--- src/ilpc_pkg.sv ---
// Package for the interrupt and low-power controller
package ilpc_pkg;
  // ------------------------------------------------------------
  // Register byte offsets
  // ------------------------------------------------------------
  localparam logic [7:0] ADDR_INTERRUPT_MASK_REGISTER = 8'h00;
  localparam logic [7:0] ADDR_ICTL = 8'h04;
  localparam logic [7:0] ADDR_IFC = 8'h08;
  localparam logic [7:0] ADDR_STAT = 8'h0c;
  localparam logic [7:0] ADDR_CMD = 8'h10;
  localparam logic [7:0] ADDR_VEC = 8'h14;
  localparam logic [7:0] ADDR_PWR = 8'h18;
  // ------------------------------------------------------------
  // Sources, index 0 highest after power-down
  // ------------------------------------------------------------
  localparam int NSRC = 10;
  localparam int SRC_X2 = 0;
  localparam int SRC_L1 = 1;
  localparam int SRC_L0 = 2;
  localparam int SRC_S0T = 3;
  localparam int SRC_S0R = 4;
  localparam int SRC_E = 5;
  localparam int SRC_BD = 6;
  localparam int SRC_S1T = 7;
  localparam int SRC_S1R = 8;
  localparam int SRC_TMR = 9;
  localparam logic [15:0] VEC_RESET = 16'h0000;
  localparam logic [15:0] VEC_PWD = 16'h002c;
  localparam logic [15:0] VEC_BASE = 16'h0004;
  localparam logic [15:0] VEC_STEP = 16'h0004;
  // ------------------------------------------------------------
  // Control register fields
  // ------------------------------------------------------------
  localparam int ICTL_EDGE_X0 = 0;
  localparam int ICTL_EDGE_X1 = 1;
  localparam int ICTL_EDGE_X2 = 2;
  localparam int ICTL_NEST = 4;
  localparam int CMD_ENA = 0;
  localparam int CMD_DIS = 1;
  localparam int CMD_RTI = 2;
  localparam int CMD_IDLE = 3;
  localparam int CMD_DIVLO = 4;
  localparam int CMD_PDFORCE = 8;
  localparam int PWR_XTALOFF = 0;
  localparam int PWR_CTXCLR = 1;
  localparam int PWR_WAKE = 2;
  localparam int STACK_DEPTH = 12;
  // ------------------------------------------------------------
  // Timing (input clock cycles = half processor rate)
  // ------------------------------------------------------------
  localparam int CLK_HZ = 20_000_000;
  localparam int WAKE_FAST_INPUT_CLOCK = 200;
  localparam int WAKE_XTAL_INPUT_CLOCK = 4096;
  localparam logic [2:0] AXI_OKAY = 3'h0;
  localparam logic [1:0] RESP_OKAY = 2'h0;
  localparam logic [1:0] RESP_SLVERR = 2'h2;

  typedef enum logic [1:0] {
    ILPC_RUN = 2'b00,
    ILPC_IDLE = 2'b01,
    ILPC_PDOWN = 2'b10,
    ILPC_WAKE = 2'b11
  } ilpc_state_e;

  typedef struct packed {
    logic [NSRC-1:0] src;
    logic pwd_req;
  } ilpc_req_s;

  typedef struct packed {
    logic valid;
    logic [15:0] addr;
  } ilpc_vec_s;
endpackage : ilpc_pkg

--- src/ilpc_top.sv ---
// Interrupt controller and low-power control with AXI4-Lite registers
`timescale 1ns/1ps
//
// Summary of operation
// [RULE1] Mode strap sampled only during reset
// [RULE2] Shared flag pins still raise interrupts
// [RULE3] Fixed priority, power-down above all sources
// [RULE4] Fixed vector per source, step four
// [RULE5] Requests ANDed with mask, highest wins
// [RULE6] Power-down and reset ignore the mask
// [RULE7] Mask write blocks interrupts one cycle
// [RULE8] Nesting control selects pre-emption or sequential
// [RULE9] Edge or level choice for three pins
// [RULE10] Write-only force and clear register
// [RULE11] Status stack, twelve levels, auto push/pop
// [RULE12] Global enable gates all, set at reset
// [RULE13] Serial port 1 pins become two interrupts
// [RULE14] Power-down by pin or force bit
// [RULE15] Fast wake after 200 input clocks
// [RULE16] Crystal wake waits about 4096 clocks
// [RULE17] Context control: resume or cleared restart
// [RULE18] Acknowledge in power-down; reset ends it
// [RULE19] Idle stalls until unmasked interrupt
// [RULE20] Divided idle slows clock by 16-128
// [RULE21] Divided idle exit within divisor cycles
module ilpc_top #(
  parameter int WAKE_SLOW_CYC = 2 * ilpc_pkg::WAKE_XTAL_INPUT_CLOCK
) (
  input wire logic clk,
  input wire logic rstn,
  input wire logic [7:0] s_awaddr,
  input wire logic s_awvalid,
  output logic s_awready,
  input wire logic [31:0] s_wdata,
  input wire logic [3:0] s_wstrb,
  input wire logic s_wvalid,
  output logic s_wready,
  output logic [1:0] s_bresp,
  output logic s_bvalid,
  input wire logic s_bready,
  input wire logic [7:0] s_araddr,
  input wire logic s_arvalid,
  output logic s_arready,
  output logic [31:0] s_rdata,
  output logic [1:0] s_rresp,
  output logic s_rvalid,
  input wire logic s_rready,
  input wire logic ext_irq_2_n,
  input wire logic level_irq_0_n,
  input wire logic level_irq_1_n,
  input wire logic edge_irq_n,
  input wire logic ext_irq_0_n,
  input wire logic ext_irq_1_n,
  input wire logic sp1_irq_mode,
  input wire logic [4:0] int_src,
  input wire logic power_down_request_pin_n,
  input wire logic flag_pin_2_in,
  input wire logic [15:0] status_in,
  output ilpc_pkg::ilpc_vec_s vec_out,
  output logic mem_mode,
  output logic power_down_ack,
  output logic context_clear,
  output logic clk_en,
  output logic [7:0] clk_div,
  output logic [15:0] status_out,
  output logic stack_ovf
);
  import ilpc_pkg::*;

  // ------------------------------------------------------------
  // Pin synchronisers
  // ------------------------------------------------------------
  localparam int NPIN = 8;
  logic [NPIN-1:0] pin_s1_r;
  logic [NPIN-1:0] pin_s2_r;
  logic [NPIN-1:0] pin_d_r;
  wire [NPIN-1:0] pin_raw = {flag_pin_2_in, ~power_down_request_pin_n,
    ~ext_irq_1_n, ~ext_irq_0_n, ~edge_irq_n, ~level_irq_1_n,
    ~level_irq_0_n, ~ext_irq_2_n};
  wire [NPIN-1:0] pin_rise = pin_s2_r & ~pin_d_r;
  // Free running so the strap is seen while reset is held
  always_ff @(posedge clk) begin
    pin_s1_r <= pin_raw;
    pin_s2_r <= pin_s1_r;
    pin_d_r <= pin_s2_r;
  end

  // ------------------------------------------------------------
  // Registers
  // ------------------------------------------------------------
  logic [NSRC-1:0] interrupt_mask_register_r;
  logic [4:0] ictl_r;
  logic [2:0] pwr_r;
  logic [NSRC-1:0] edge_pend_r;
  logic [NSRC-1:0] active_r;
  logic pwd_pend_r;
  logic gie_r;
  logic mask_hold_r;
  ilpc_state_e state_r;
  logic [13:0] wait_r;
  logic [7:0] div_r;
  logic [7:0] divcnt_r;
  logic [15:0] stack_r [STACK_DEPTH];
  logic [3:0] sp_r;
  ilpc_vec_s vec_r;
  logic ctx_r;
  logic ovf_r;

  // ------------------------------------------------------------
  // Bus decode
  // ------------------------------------------------------------
  wire wr_go = s_awvalid & s_wvalid & ~s_bvalid;
  assign s_awready = wr_go;
  assign s_wready = wr_go;
  assign s_arready = ~s_rvalid;
  wire rd_go = s_arvalid & ~s_rvalid;
  wire wr_lo = wr_go & s_wstrb[0];
  wire w_interrupt_mask_register = wr_go & (s_awaddr == ADDR_INTERRUPT_MASK_REGISTER);
  wire w_ictl = wr_lo & (s_awaddr == ADDR_ICTL);
  wire w_ifc = wr_go & (s_awaddr == ADDR_IFC);
  wire w_cmd = wr_go & (s_awaddr == ADDR_CMD);
  wire w_pwr = wr_lo & (s_awaddr == ADDR_PWR);
  wire w_map = (s_awaddr == ADDR_INTERRUPT_MASK_REGISTER) | (s_awaddr == ADDR_ICTL) |
    (s_awaddr == ADDR_IFC) | (s_awaddr == ADDR_CMD) |
    (s_awaddr == ADDR_PWR);
  wire [NSRC-1:0] ifc_force = w_ifc ? s_wdata[NSRC-1:0] : '0; // [RULE10]
  wire [NSRC-1:0] ifc_clr = w_ifc ? s_wdata[NSRC+15:16] : '0; // [RULE10]
  wire cmd_ena = w_cmd & s_wdata[CMD_ENA];
  wire cmd_dis = w_cmd & s_wdata[CMD_DIS];
  wire cmd_rti = w_cmd & s_wdata[CMD_RTI];
  wire cmd_idle = w_cmd & s_wdata[CMD_IDLE];
  wire [1:0] cmd_div = s_wdata[CMD_DIVLO+1:CMD_DIVLO];
  wire cmd_divon = w_cmd & s_wdata[CMD_DIVLO+2];
  wire pd_force = w_cmd & s_wdata[CMD_PDFORCE];

  // ------------------------------------------------------------
  // Request assembly
  // ------------------------------------------------------------
  wire [NPIN-1:0] lvl = pin_s2_r;
  wire x2_e = ictl_r[ICTL_EDGE_X2]; // [RULE9]
  wire x1_e = ictl_r[ICTL_EDGE_X1]; // [RULE9]
  wire x0_e = ictl_r[ICTL_EDGE_X0]; // [RULE9]
  wire [NSRC-1:0] edge_set = {1'b0,
    sp1_irq_mode & x0_e & pin_rise[4],
    sp1_irq_mode & x1_e & pin_rise[5],
    1'b0, pin_rise[3], 4'h0, x2_e & pin_rise[0]}; // [RULE13]
  wire [NSRC-1:0] lvl_req = {1'b0,
    sp1_irq_mode ? (~x0_e & lvl[4]) : int_src[4],
    sp1_irq_mode ? (~x1_e & lvl[5]) : int_src[3],
    int_src[2], 1'b0, int_src[1], int_src[0], lvl[1], lvl[2],
    ~x2_e & lvl[0]}; // [RULE2] [RULE13]
  ilpc_req_s req;
  assign req.src = lvl_req | edge_pend_r;
  assign req.pwd_req = pwd_pend_r;

  // ------------------------------------------------------------
  // Priority selection
  // ------------------------------------------------------------
  function automatic logic [NSRC:0] first_set(input logic [NSRC-1:0] v);
    logic [NSRC:0] r;
    r = '0;
    for (int i = NSRC - 1; i >= 0; i--) begin
      if (v[i]) begin
        r = {1'b1, 10'(i)};
      end
    end
    return r;
  endfunction : first_set

  function automatic logic [NSRC-1:0] higher(input logic [NSRC-1:0] v);
    logic [NSRC-1:0] m;
    m = '0;
    for (int i = 0; i < NSRC; i++) begin
      if (v[i]) begin
        m = (NSRC'(1) << i) - NSRC'(1);
        break;
      end
    end
    return m;
  endfunction : higher

  wire [NSRC-1:0] masked = req.src & interrupt_mask_register_r & {NSRC{~mask_hold_r}}; // [RULE5] [RULE7]
  wire nest_on = ictl_r[ICTL_NEST];
  wire [NSRC-1:0] allow = (active_r == '0) ? {NSRC{1'b1}} :
    (nest_on ? higher(active_r) : '0); // [RULE8]
  wire [NSRC-1:0] elig = masked & allow; // [RULE3]
  wire [NSRC:0] pick = first_set(elig);
  wire [3:0] pick_idx = pick[3:0];
  wire pick_ok = pick[NSRC];
  wire pwd_take = req.pwd_req & gie_r & (state_r == ILPC_RUN); // [RULE6] [RULE12]
  wire slow_ok = (div_r == '0) | (divcnt_r == '0); // [RULE21]
  wire can_take = (state_r == ILPC_RUN) | ((state_r == ILPC_IDLE) & slow_ok);
  wire src_take = pick_ok & gie_r & can_take & ~pwd_take; // [RULE12] [RULE19]
  wire [NSRC-1:0] pick_oh = src_take ? (NSRC'(1) << pick_idx) : '0;
  wire push = src_take | pwd_take;
  wire [NSRC-1:0] lowest_act = active_r & ~(active_r - NSRC'(1));

  // ------------------------------------------------------------
  // Interrupt state
  // ------------------------------------------------------------
  always_ff @(posedge clk) begin
    if (!rstn) begin
      interrupt_mask_register_r <= '0;
      ictl_r <= '0;
      pwr_r <= '0;
      edge_pend_r <= '0;
      active_r <= '0;
      pwd_pend_r <= 1'b0;
      gie_r <= 1'b1; // [RULE12]
      mask_hold_r <= 1'b0;
      vec_r <= '{valid: 1'b1, addr: VEC_RESET}; // [RULE4]
    end else begin
      if (w_interrupt_mask_register) interrupt_mask_register_r <= s_wdata[NSRC-1:0];
      mask_hold_r <= w_interrupt_mask_register; // [RULE7]
      if (w_ictl) ictl_r <= s_wdata[4:0];
      if (w_pwr) pwr_r <= s_wdata[2:0];
      // Set wins over software clear
      edge_pend_r <= ((edge_pend_r & ~ifc_clr & ~pick_oh) | ifc_force |
        edge_set); // [RULE10]
      pwd_pend_r <= (pwd_pend_r & ~pwd_take) | pin_rise[6]; // [RULE6]
      if (cmd_ena) gie_r <= 1'b1;
      else if (cmd_dis) gie_r <= 1'b0; // [RULE12]
      active_r <= (active_r & ~(cmd_rti ? lowest_act : '0)) | pick_oh; // [RULE8]
      vec_r.valid <= push;
      if (pwd_take) vec_r.addr <= VEC_PWD; // [RULE4]
      else if (src_take) vec_r.addr <= VEC_BASE +
        16'(pick_idx) * VEC_STEP; // [RULE4]
    end
  end

  // ------------------------------------------------------------
  // Status stack, pushed on interrupt entry, popped on return command
  // ------------------------------------------------------------
  always_ff @(posedge clk) begin
    if (!rstn) begin
      sp_r <= '0;
      ovf_r <= 1'b0;
    end else if (push & ~cmd_rti) begin
      if (sp_r == 4'(STACK_DEPTH)) ovf_r <= 1'b1;
      else sp_r <= sp_r + 4'h1; // [RULE11]
    end else if (cmd_rti & ~push & (sp_r != '0)) begin
      sp_r <= sp_r - 4'h1; // [RULE11]
    end
  end
  always_ff @(posedge clk) begin
    if (push & ~cmd_rti & (sp_r != 4'(STACK_DEPTH))) begin
      stack_r[sp_r] <= status_in; // [RULE11]
    end
  end
  assign status_out = (sp_r == '0) ? '0 : stack_r[sp_r - 4'h1];

  // ------------------------------------------------------------
  // Strap and low-power sequencing
  // ------------------------------------------------------------
  localparam int FAST_CYC = 2 * WAKE_FAST_INPUT_CLOCK;
  wire pd_req = pwd_take | pd_force; // [RULE14]
  always_ff @(posedge clk) begin
    if (!rstn) begin
      state_r <= ILPC_RUN; // [RULE18]
      wait_r <= '0;
      div_r <= '0;
      divcnt_r <= '0;
      ctx_r <= 1'b0;
    end else begin
      divcnt_r <= (divcnt_r == '0) ? div_r : divcnt_r - 8'h1; // [RULE20]
      case (state_r)
        ILPC_RUN: begin
          if (pd_req) begin
            state_r <= ILPC_PDOWN; // [RULE14]
          end else if (cmd_idle) begin
            state_r <= ILPC_IDLE; // [RULE19]
            div_r <= cmd_divon ? (8'h10 << cmd_div) - 8'h1 : '0; // [RULE20]
          end
        end
        ILPC_IDLE: begin
          if (src_take) begin
            state_r <= ILPC_RUN; // [RULE19]
            div_r <= '0;
          end
        end
        ILPC_PDOWN: begin
          if (pwr_r[PWR_WAKE] | pin_rise[6]) begin
            state_r <= ILPC_WAKE;
            wait_r <= pwr_r[PWR_XTALOFF] ? 14'(WAKE_SLOW_CYC) :
              14'(FAST_CYC); // [RULE15] [RULE16]
          end
        end
        default: begin
          if (wait_r == '0) begin
            state_r <= ILPC_RUN;
            ctx_r <= pwr_r[PWR_CTXCLR]; // [RULE17]
          end else begin
            wait_r <= wait_r - 14'h1;
          end
        end
      endcase
    end
  end
  logic mm_r;
  always_ff @(posedge clk) begin
    if (!rstn) mm_r <= pin_s2_r[7]; // [RULE1]
  end

  assign mem_mode = mm_r;
  assign power_down_ack = (state_r == ILPC_PDOWN); // [RULE18]
  assign context_clear = ctx_r;
  assign clk_en = (state_r == ILPC_RUN) | (state_r == ILPC_IDLE & slow_ok);
  assign clk_div = div_r;
  assign vec_out = vec_r;
  assign stack_ovf = ovf_r;

  // ------------------------------------------------------------
  // Bus answers
  // ------------------------------------------------------------
  logic [31:0] rd_mux;
  always_comb begin
    rd_mux = '0;
    if (s_araddr == ADDR_INTERRUPT_MASK_REGISTER) rd_mux = 32'(interrupt_mask_register_r);
    else if (s_araddr == ADDR_ICTL) rd_mux = 32'(ictl_r);
    else if (s_araddr == ADDR_STAT) rd_mux = {12'h0, sp_r, 2'h0, state_r,
      gie_r, mm_r, NSRC'(req.src)};
    else if (s_araddr == ADDR_VEC) rd_mux = 32'(vec_r.addr);
    else if (s_araddr == ADDR_PWR) rd_mux = 32'(pwr_r);
  end
  wire rd_map = (s_araddr == ADDR_INTERRUPT_MASK_REGISTER) | (s_araddr == ADDR_ICTL) |
    (s_araddr == ADDR_STAT) | (s_araddr == ADDR_VEC) |
    (s_araddr == ADDR_PWR) | (s_araddr == ADDR_IFC) |
    (s_araddr == ADDR_CMD);
  always_ff @(posedge clk) begin
    if (!rstn) begin
      s_bvalid <= 1'b0;
      s_bresp <= RESP_OKAY;
      s_rvalid <= 1'b0;
      s_rdata <= '0;
      s_rresp <= RESP_OKAY;
    end else begin
      if (wr_go) begin
        s_bvalid <= 1'b1;
        s_bresp <= w_map ? RESP_OKAY : RESP_SLVERR;
      end else if (s_bready) s_bvalid <= 1'b0;
      if (rd_go) begin
        s_rvalid <= 1'b1;
        s_rdata <= rd_mux; // [RULE10]
        s_rresp <= rd_map ? RESP_OKAY : RESP_SLVERR;
      end else if (s_rready) s_rvalid <= 1'b0;
    end
  end
endmodule : ilpc_top

--- config.mk ---
export PLATFORM = sky130hd
export DESIGN_NAME = ilpc_top
export DESIGN_NICKNAME = d
export VERILOG_FILES = /design/src/ilpc_pkg.sv /design/src/ilpc_top.sv
export SDC_FILE = /design/constraint.sdc
export NUM_CORES = 1
export LEC_CHECK = 0
export ABC_AREA = 1
export BUFFER_PORTS_ARGS = -buffer_cell sky130_fd_sc_hd__clkbuf_2
export CAP_MARGIN = 20
export CORE_UTILIZATION = 46
export CTS_BUF_LIST = sky130_fd_sc_hd__clkbuf_8
export DETAILED_ROUTE_END_ITERATION = 8
export PLACE_DENSITY = 0.68
export REMOVE_ABC_BUFFERS = 1
export SYNTH_ARGS = -nofsm -noshare
export SYNTH_HDL_FRONTEND = slang
export SYNTH_SLANG_ARGS = --single-unit
--- constraint.sdc ---
create_clock -name clk -period 3 [get_ports clk]
set_input_delay 0.6 -clock clk [delete_from_list [all_inputs] [get_ports clk]]
set_output_delay 0.6 -clock clk [all_outputs]
set_load 0.01 [all_outputs]
==> results of run 1 <==
==> worst max path at each step <==
stage	from	endpoint	slack, ps	depth (start not counted)
after CTS	sp_r[1]$_SDFFE_PN0P_	status_out[6]	-3	9
after floorplan	sp_r[0]$_SDFFE_PN0P_	status_out[14]	-3070	9
after detailed placement	sp1_irq_mode	stack_r[1][11]$_DFFE_PP_	110	16
after global placement	sp1_irq_mode	stack_r[1][13]$_DFFE_PP_	150	17
final	sp_r[0]$_SDFFE_PN0P_	status_out[1]	-3	10
after global routing	sp_r[0]$_SDFFE_PN0P_	status_out[1]	-110	10
==> registers in the layout (all words and copies together), names as in the netlist, 3 cells and up <==
| register | flops |
|---|---|
| edge_pend_r | 10 |
| wait_r | 14 |
| s_rdata | 18 |
| vec_out | 6 |
| ictl_r | 5 |
| clk_div | 5 |
| divcnt_r | 8 |
| interrupt_mask_register_r | 10 |
| pwr_r | 3 |
| active_r | 10 |
| sp_r | 4 |
| pin_d_r | 5 |
| pin_s1_r | 8 |
| stack_r | 192 |
| lvl | 8 |
==> logic make-up after synthesis <==
logic type / Yosys count / synth area share (%)
AO/OA/AOI/OAI: 333 / 14.4
XOR/XNOR: 6 / 0.380
adder cells (fa/ha/maj): 11 / 0.994
buffers and inverters: 212 / 6.71
flip-flops: 318 / 59.9
other: 1 / 0.0271
AND/OR/NAND/NOR: 533 / 17.6
==> area by class of cell <==
type	count	area (µm²)
clock buffers	53	729
clock inverters	39	188
fillers	2581	12900
inverters	126	493
multi-input cells	910	5120
flip-flops and latches	318	8300
well taps	390	488
repair buffers	200	1440
==> routing by layer <==
| metal | vias up | global-route usage [%] | wire (µm) |
|---|---|---|---|
| met1 | 5159 | 28.0 | 14800 |
| met5 | - | 0 | 0 |
| li1 | 5254 | - | - |
| met3 | 81 | 3.79 | 2200 |
| met2 | 416 | 39.5 | 17600 |
| met4 | 0 | 8.95 | 1130 |
==> synthesized netlist by cell type, types with 11 or more instances <==
cell type  instances
a21oi_1          149
a221oi_1          18
a22oi_1           15
buf_4             33
clkbuf_1          50
dfxtp_1          125
edfxtp_1         193
ha_1              11
inv_1            107
inv_2             16
nand2_1          245
nand2_2           11
nand3_1           63
nor2_1           133
nor3_1            31
o21ai_0           80
o221a_2           15
==> report_power, final <==
group	switching (mW)	total, mW	leakage (nW)	internal, mW
sequential	0.129	4.94	2.76	4.81
clock	1.65	3.37	0.554	1.72
combinational	1.83	3.03	3.34	1.20
==> through the flow <==
stage / util, % / area (µm²) / setup TNS, ps
after floorplan: - / 13500 / -417770
after global placement: 51.3 / 15200 / 0
after detailed placement: 51.3 / 15200 / 0
after CTS: 55.5 / 16400 / -5.39
after global routing: 56.6 / 16800 / -1130
final: 56.6 / 16800 / -2.74
==> critical path: stages (launching register included) <==
cell	delay, ps
dfxtp_4	370
inv_6	50
ha_4	310
inv_8	50
buf_12	140
buf_12	150
a21oi_2	130
a22oi_2	110
a221oi_2	290
nor3_1	70
buf_2	150
==> timing repair <==
item / CTS / global route
setup endpoints to repair: 16 / 27
gates resized for setup: 50 / 53
pin swaps: 15 / 21
buffers inserted: 4 / 8
gates cloned: 3 / 2
hold buffers: 0 / 0
==> results.md, run 1 <==
* Outcome: finished with violations
* Failing checks: negative setup slack
* Reg2Reg Depth at 16
* Gr ovfl total at 0
* PortBufs at 133
* Area Overhead vs Synth at 21.1%
* Commonest non-fill, non-tap cell in the layout: nand2_1
* DR DRC count at 0
* Area contributors post-synth: edfxtp_1 (42%), dfxtp_1 (18%), nand2_1 (6.6%)
* Final wirelength at 35700 µm
* RSZ-0062 raised after global routing: true
* Nets at 1707
* Post-synth top flop: edfxtp_1
* Die area at 30800 µm²
* Final Critical Period at 3000 ps
* Layout cell share with drive strength beyond 1 at 25.6%
* Initial antenna violation count at 0
* Post-route antenna net violation count at 0
* Crit share post-route at 100%
* EDFF count, synth at 193
* Die X at 175 µm
* CTS Buf Count at 51
* DR pass1 iterations at 5
* Worst R2R Start: divcnt_r[0]$_SDFF_PN0_
* First-pass GRT wire length at 54800 µm
* ANT cells at 0
* WL/cell at 17.5 µm
* Core area at 29600 µm²
* Min-delay src: flag_pin_2_in
* Clk root buf: clkbuf_8
* CTS Sinks at 318
* DRT iter0 DRCs at 771
* Overall Global Routing Usage at 22.7%
* Clk_skew at 25.7 ps
* R2r endpoint: stack_r[10][1]$_DFFE_PP_
* YS warnings at 0
* Tightest Pin Transition at 609 ps
* TritonCTS clock tree: built
* MaxCap Viol Count at 0
* Starting Density at 46.7%
* Cell taking the most area after synthesis: edfxtp_1
* Worst setup SP type: flip-flop
* Fin. max-slew vios at 0
* Placed insts at 1928
* FMAX at 333 MHz
* Final instance count without filler cells at 2036
* Most frequent cells in the layout: nand2_1 (245), edfxtp_1 (193), nor2_1 (133)
* Power, Total at 11.3 mW
* Leakage at 6.65 nW
* Routability Congestion at 0.887
* Die height at 175 µm
* # rows at 63
* Mapped Area at 13800 µm²
* Worst setup EP type: output port
* Share of the synthesized area in the top cell type at 41.9%
* WP data required at 2400 ps
* Crit path kind: reg2out
* Post-Place Setup Slack at 111 ps
* Worst-path clk slew at 60 ps
* Worst-case clock buffer depth at 3
* Total number of vias at 10910
* Final setup fails at 1
* HPWL Detailed at 23000 µm
* Yosys cell types at 54
* Worst Hold Endpoint: pin_s1_r[7]$_DFF_P_
* Slew headroom at 59.1%
* Largest net degree at the start of global routing at 102
* Clock Latency Late Sink at 580 ps
* DR vias/cell at 5.36
* Hold Vio Cnt, Final at 0
* Mean Syn Cell Area at 9.79 µm²
* Synthesized instance count at 1414
* Boundary pin count at 176
* P per Cell Area at 676 nW/µm²
* Worst Hold Class: in2reg
* Worst Path Max Fanout at 9
* R2r setup slk at 320 ps
* Seq/Total Area, Yosys at 59.9%
* Seq cells post-synth at 318
* Number of global-route vias before repair at 10530
* Hold Path Stages at 1
* Maximum VDD drop at 0.377 mV
* # H-tree levels at 2
* Worst Path Arrival at 2400 ps
* Ys async rst share at 0%
* Worst setup margin at -2.74 ps
* Final hold slack at 140 ps
Note: power is estimated with default switching activity, not from simulation.
==> inputs of run 2 (changes only) <==
SETUP_SLACK_MARGIN = 0.02   (was not set)
==> run 2 against run 1 <==
Against the previous run:
- the flow still finishes with violations (negative setup slack)
- critical path depth fell by 1
- critical path type unchanged
- clock power hardly changed
- final area decreased by 0.31%
- first-iteration DRC count grew 6.2%
==> results.md, run 2 (same netlist as run 1, synthesis figures left out) <==
* Worst setup SP type: flip-flop
* Worst Hold Class: in2reg
* # H-tree levels at 2
* Largest net degree at the start of global routing at 102
* Area Overhead vs Synth at 20.7%
* HPWL Detailed at 23000 µm
* Leakage at 6.65 nW
* CTS Sinks at 318
* Starting Density at 46.7%
* Post-Place Setup Slack at 111 ps
* PortBufs at 133
* Gr ovfl total at 0
* Most frequent cells in the layout: nand2_1 (245), edfxtp_1 (193), nor2_1 (133)
* Max reg flops at 192
* Core area at 29600 µm²
* Maximum VDD drop at 0.376 mV
* Top sig layer: met4
* Tightest Pin Transition at 605 ps
* Routed wire length on met2 at 17500 µm
* P per Cell Area at 675 nW/µm²
* Met3 wire length at 2290 µm
* Outcome: finished with violations
* Failing checks: negative setup slack
* CTS Buf Count at 51
* Hold-fix buffers, CTS at 0
* Power, Total at 11.3 mW
* Slew headroom at 59.3%
* Overall Global Routing Usage at 22.8%
* Design area at 16700 µm²
* Post-route antenna net violation count at 0
* RSZ-0062 raised after global routing: true
* DR pass1 iterations at 5
* DR DRC count at 0
* Nets at 1705
* Crit path kind: reg2out
* # rows at 63
* Worst-case clock buffer depth at 3
* DRT met1 WL at 14600 µm
* MaxCap Viol Count at 0
* Die area at 30800 µm²
* Initial antenna violation count at 0
* DR vias/cell at 5.37
* Worst Path Max Fanout at 8
* Number of global-route vias before repair at 10550
* Worst setup margin at -12.7 ps
* Die height at 175 µm
* First-pass GRT wire length at 54900 µm
* Worst setup EP type: output port
* TritonCTS clock tree: built
* Die X at 175 µm
* Commonest non-fill, non-tap cell in the layout: nand2_1
* Crit share post-route at 100%
* Regs by FF count: stack_r: 192 flops, s_rdata: 18 flops, wait_r: 14 flops
* Clk root buf: clkbuf_8
* Largest Register: stack_r
* Final Critical Period at 3010 ps
* ANT cells at 0
* Layout cell share with drive strength beyond 1 at 25.0%
* Fin. max-slew vios at 0
* Final wirelength at 35500 µm
* WP data required at 2400 ps
* Clock Latency Late Sink at 590 ps
* DRT iter0 DRCs at 819
* Setup TNS Final at -12.7 ps
* FMAX at 332 MHz
* Routability Congestion at 0.887
* Worst-path clk slew at 60 ps
* Post-Route Utilization at 56.4%
* Worst Path Arrival at 2410 ps
* Final setup fails at 1
* Total number of vias at 10923
* Hold Vio Cnt, Final at 0
* Boundary pin count at 176
* Clk_skew at 27.4 ps
* WL/cell at 17.5 µm
* Placed cell area at 15200 µm²
run 2: final cells by class:
type | instances | area, µm²
Clock buffer | 53 | 729
Clock inverter | 39 | 188
Fill cell | 2591 | 12900
Inverter | 126 | 490
Multi-Input combinational cell | 910 | 5070
Sequential cell | 318 | 8310
Tap cell | 390 | 488
Timing Repair Buffer | 198 | 1440
run 2: repair_timing:
action                     CTS  global route
buffers inserted             4             6
cloned                       4             1
resized for setup           54            34
pin swaps                   18            14
setup endpoints to repair   16            33
run 2: stage by stage:
stage / std cells / hold WS (ps)
floorplan: 1354 / 310
global placement: 1928 / 310
detailed placement: 1928 / 312
CTS: 2027 / 108
global route: 2034 / 97.9
finish: 2034 / 141
run 2: routing by layer:
layer  vias to the layer above  global-route usage, %
met3                        86                   3.79
met4                         0                   8.99
met5                         -                      0
met2                       455                   39.8
li1                       5249                      -
met1                      5133                   28.0
run 2: worst paths after layout:
kind         depth (start not counted)  slack [ps]                    from                  endpoint
max reg2reg                         16         320  divcnt_r[0]$_SDFF_PN0_  stack_r[10][1]$_DFFE_PP_
max                                  9         -10    sp_r[0]$_SDFFE_PN0P_            status_out[10]
min                                  1         140           flag_pin_2_in       pin_s1_r[7]$_DFF_P_
min reg2reg                          0         320     pin_s1_r[4]$_DFF_P_            lvl[4]$_DFF_P_
run 2: report_power, final:
| part | total [mW] | switching [mW] | internal (mW) |
|---|---|---|---|
| logic | 2.98 | 1.79 | 1.19 |
| clock network | 3.36 | 1.65 | 1.72 |
| registers | 4.94 | 0.127 | 4.81 |
run 2: critical path, cell delays in order (launching register included):
cell and delay, ps:
dfxtp_4 370, inv_6 50, ha_4 260, inv_6 90, buf_12 150, buf_4 130, o21ai_0 70, o221a_2 280
nor3_1 260, clkbuf_2 180
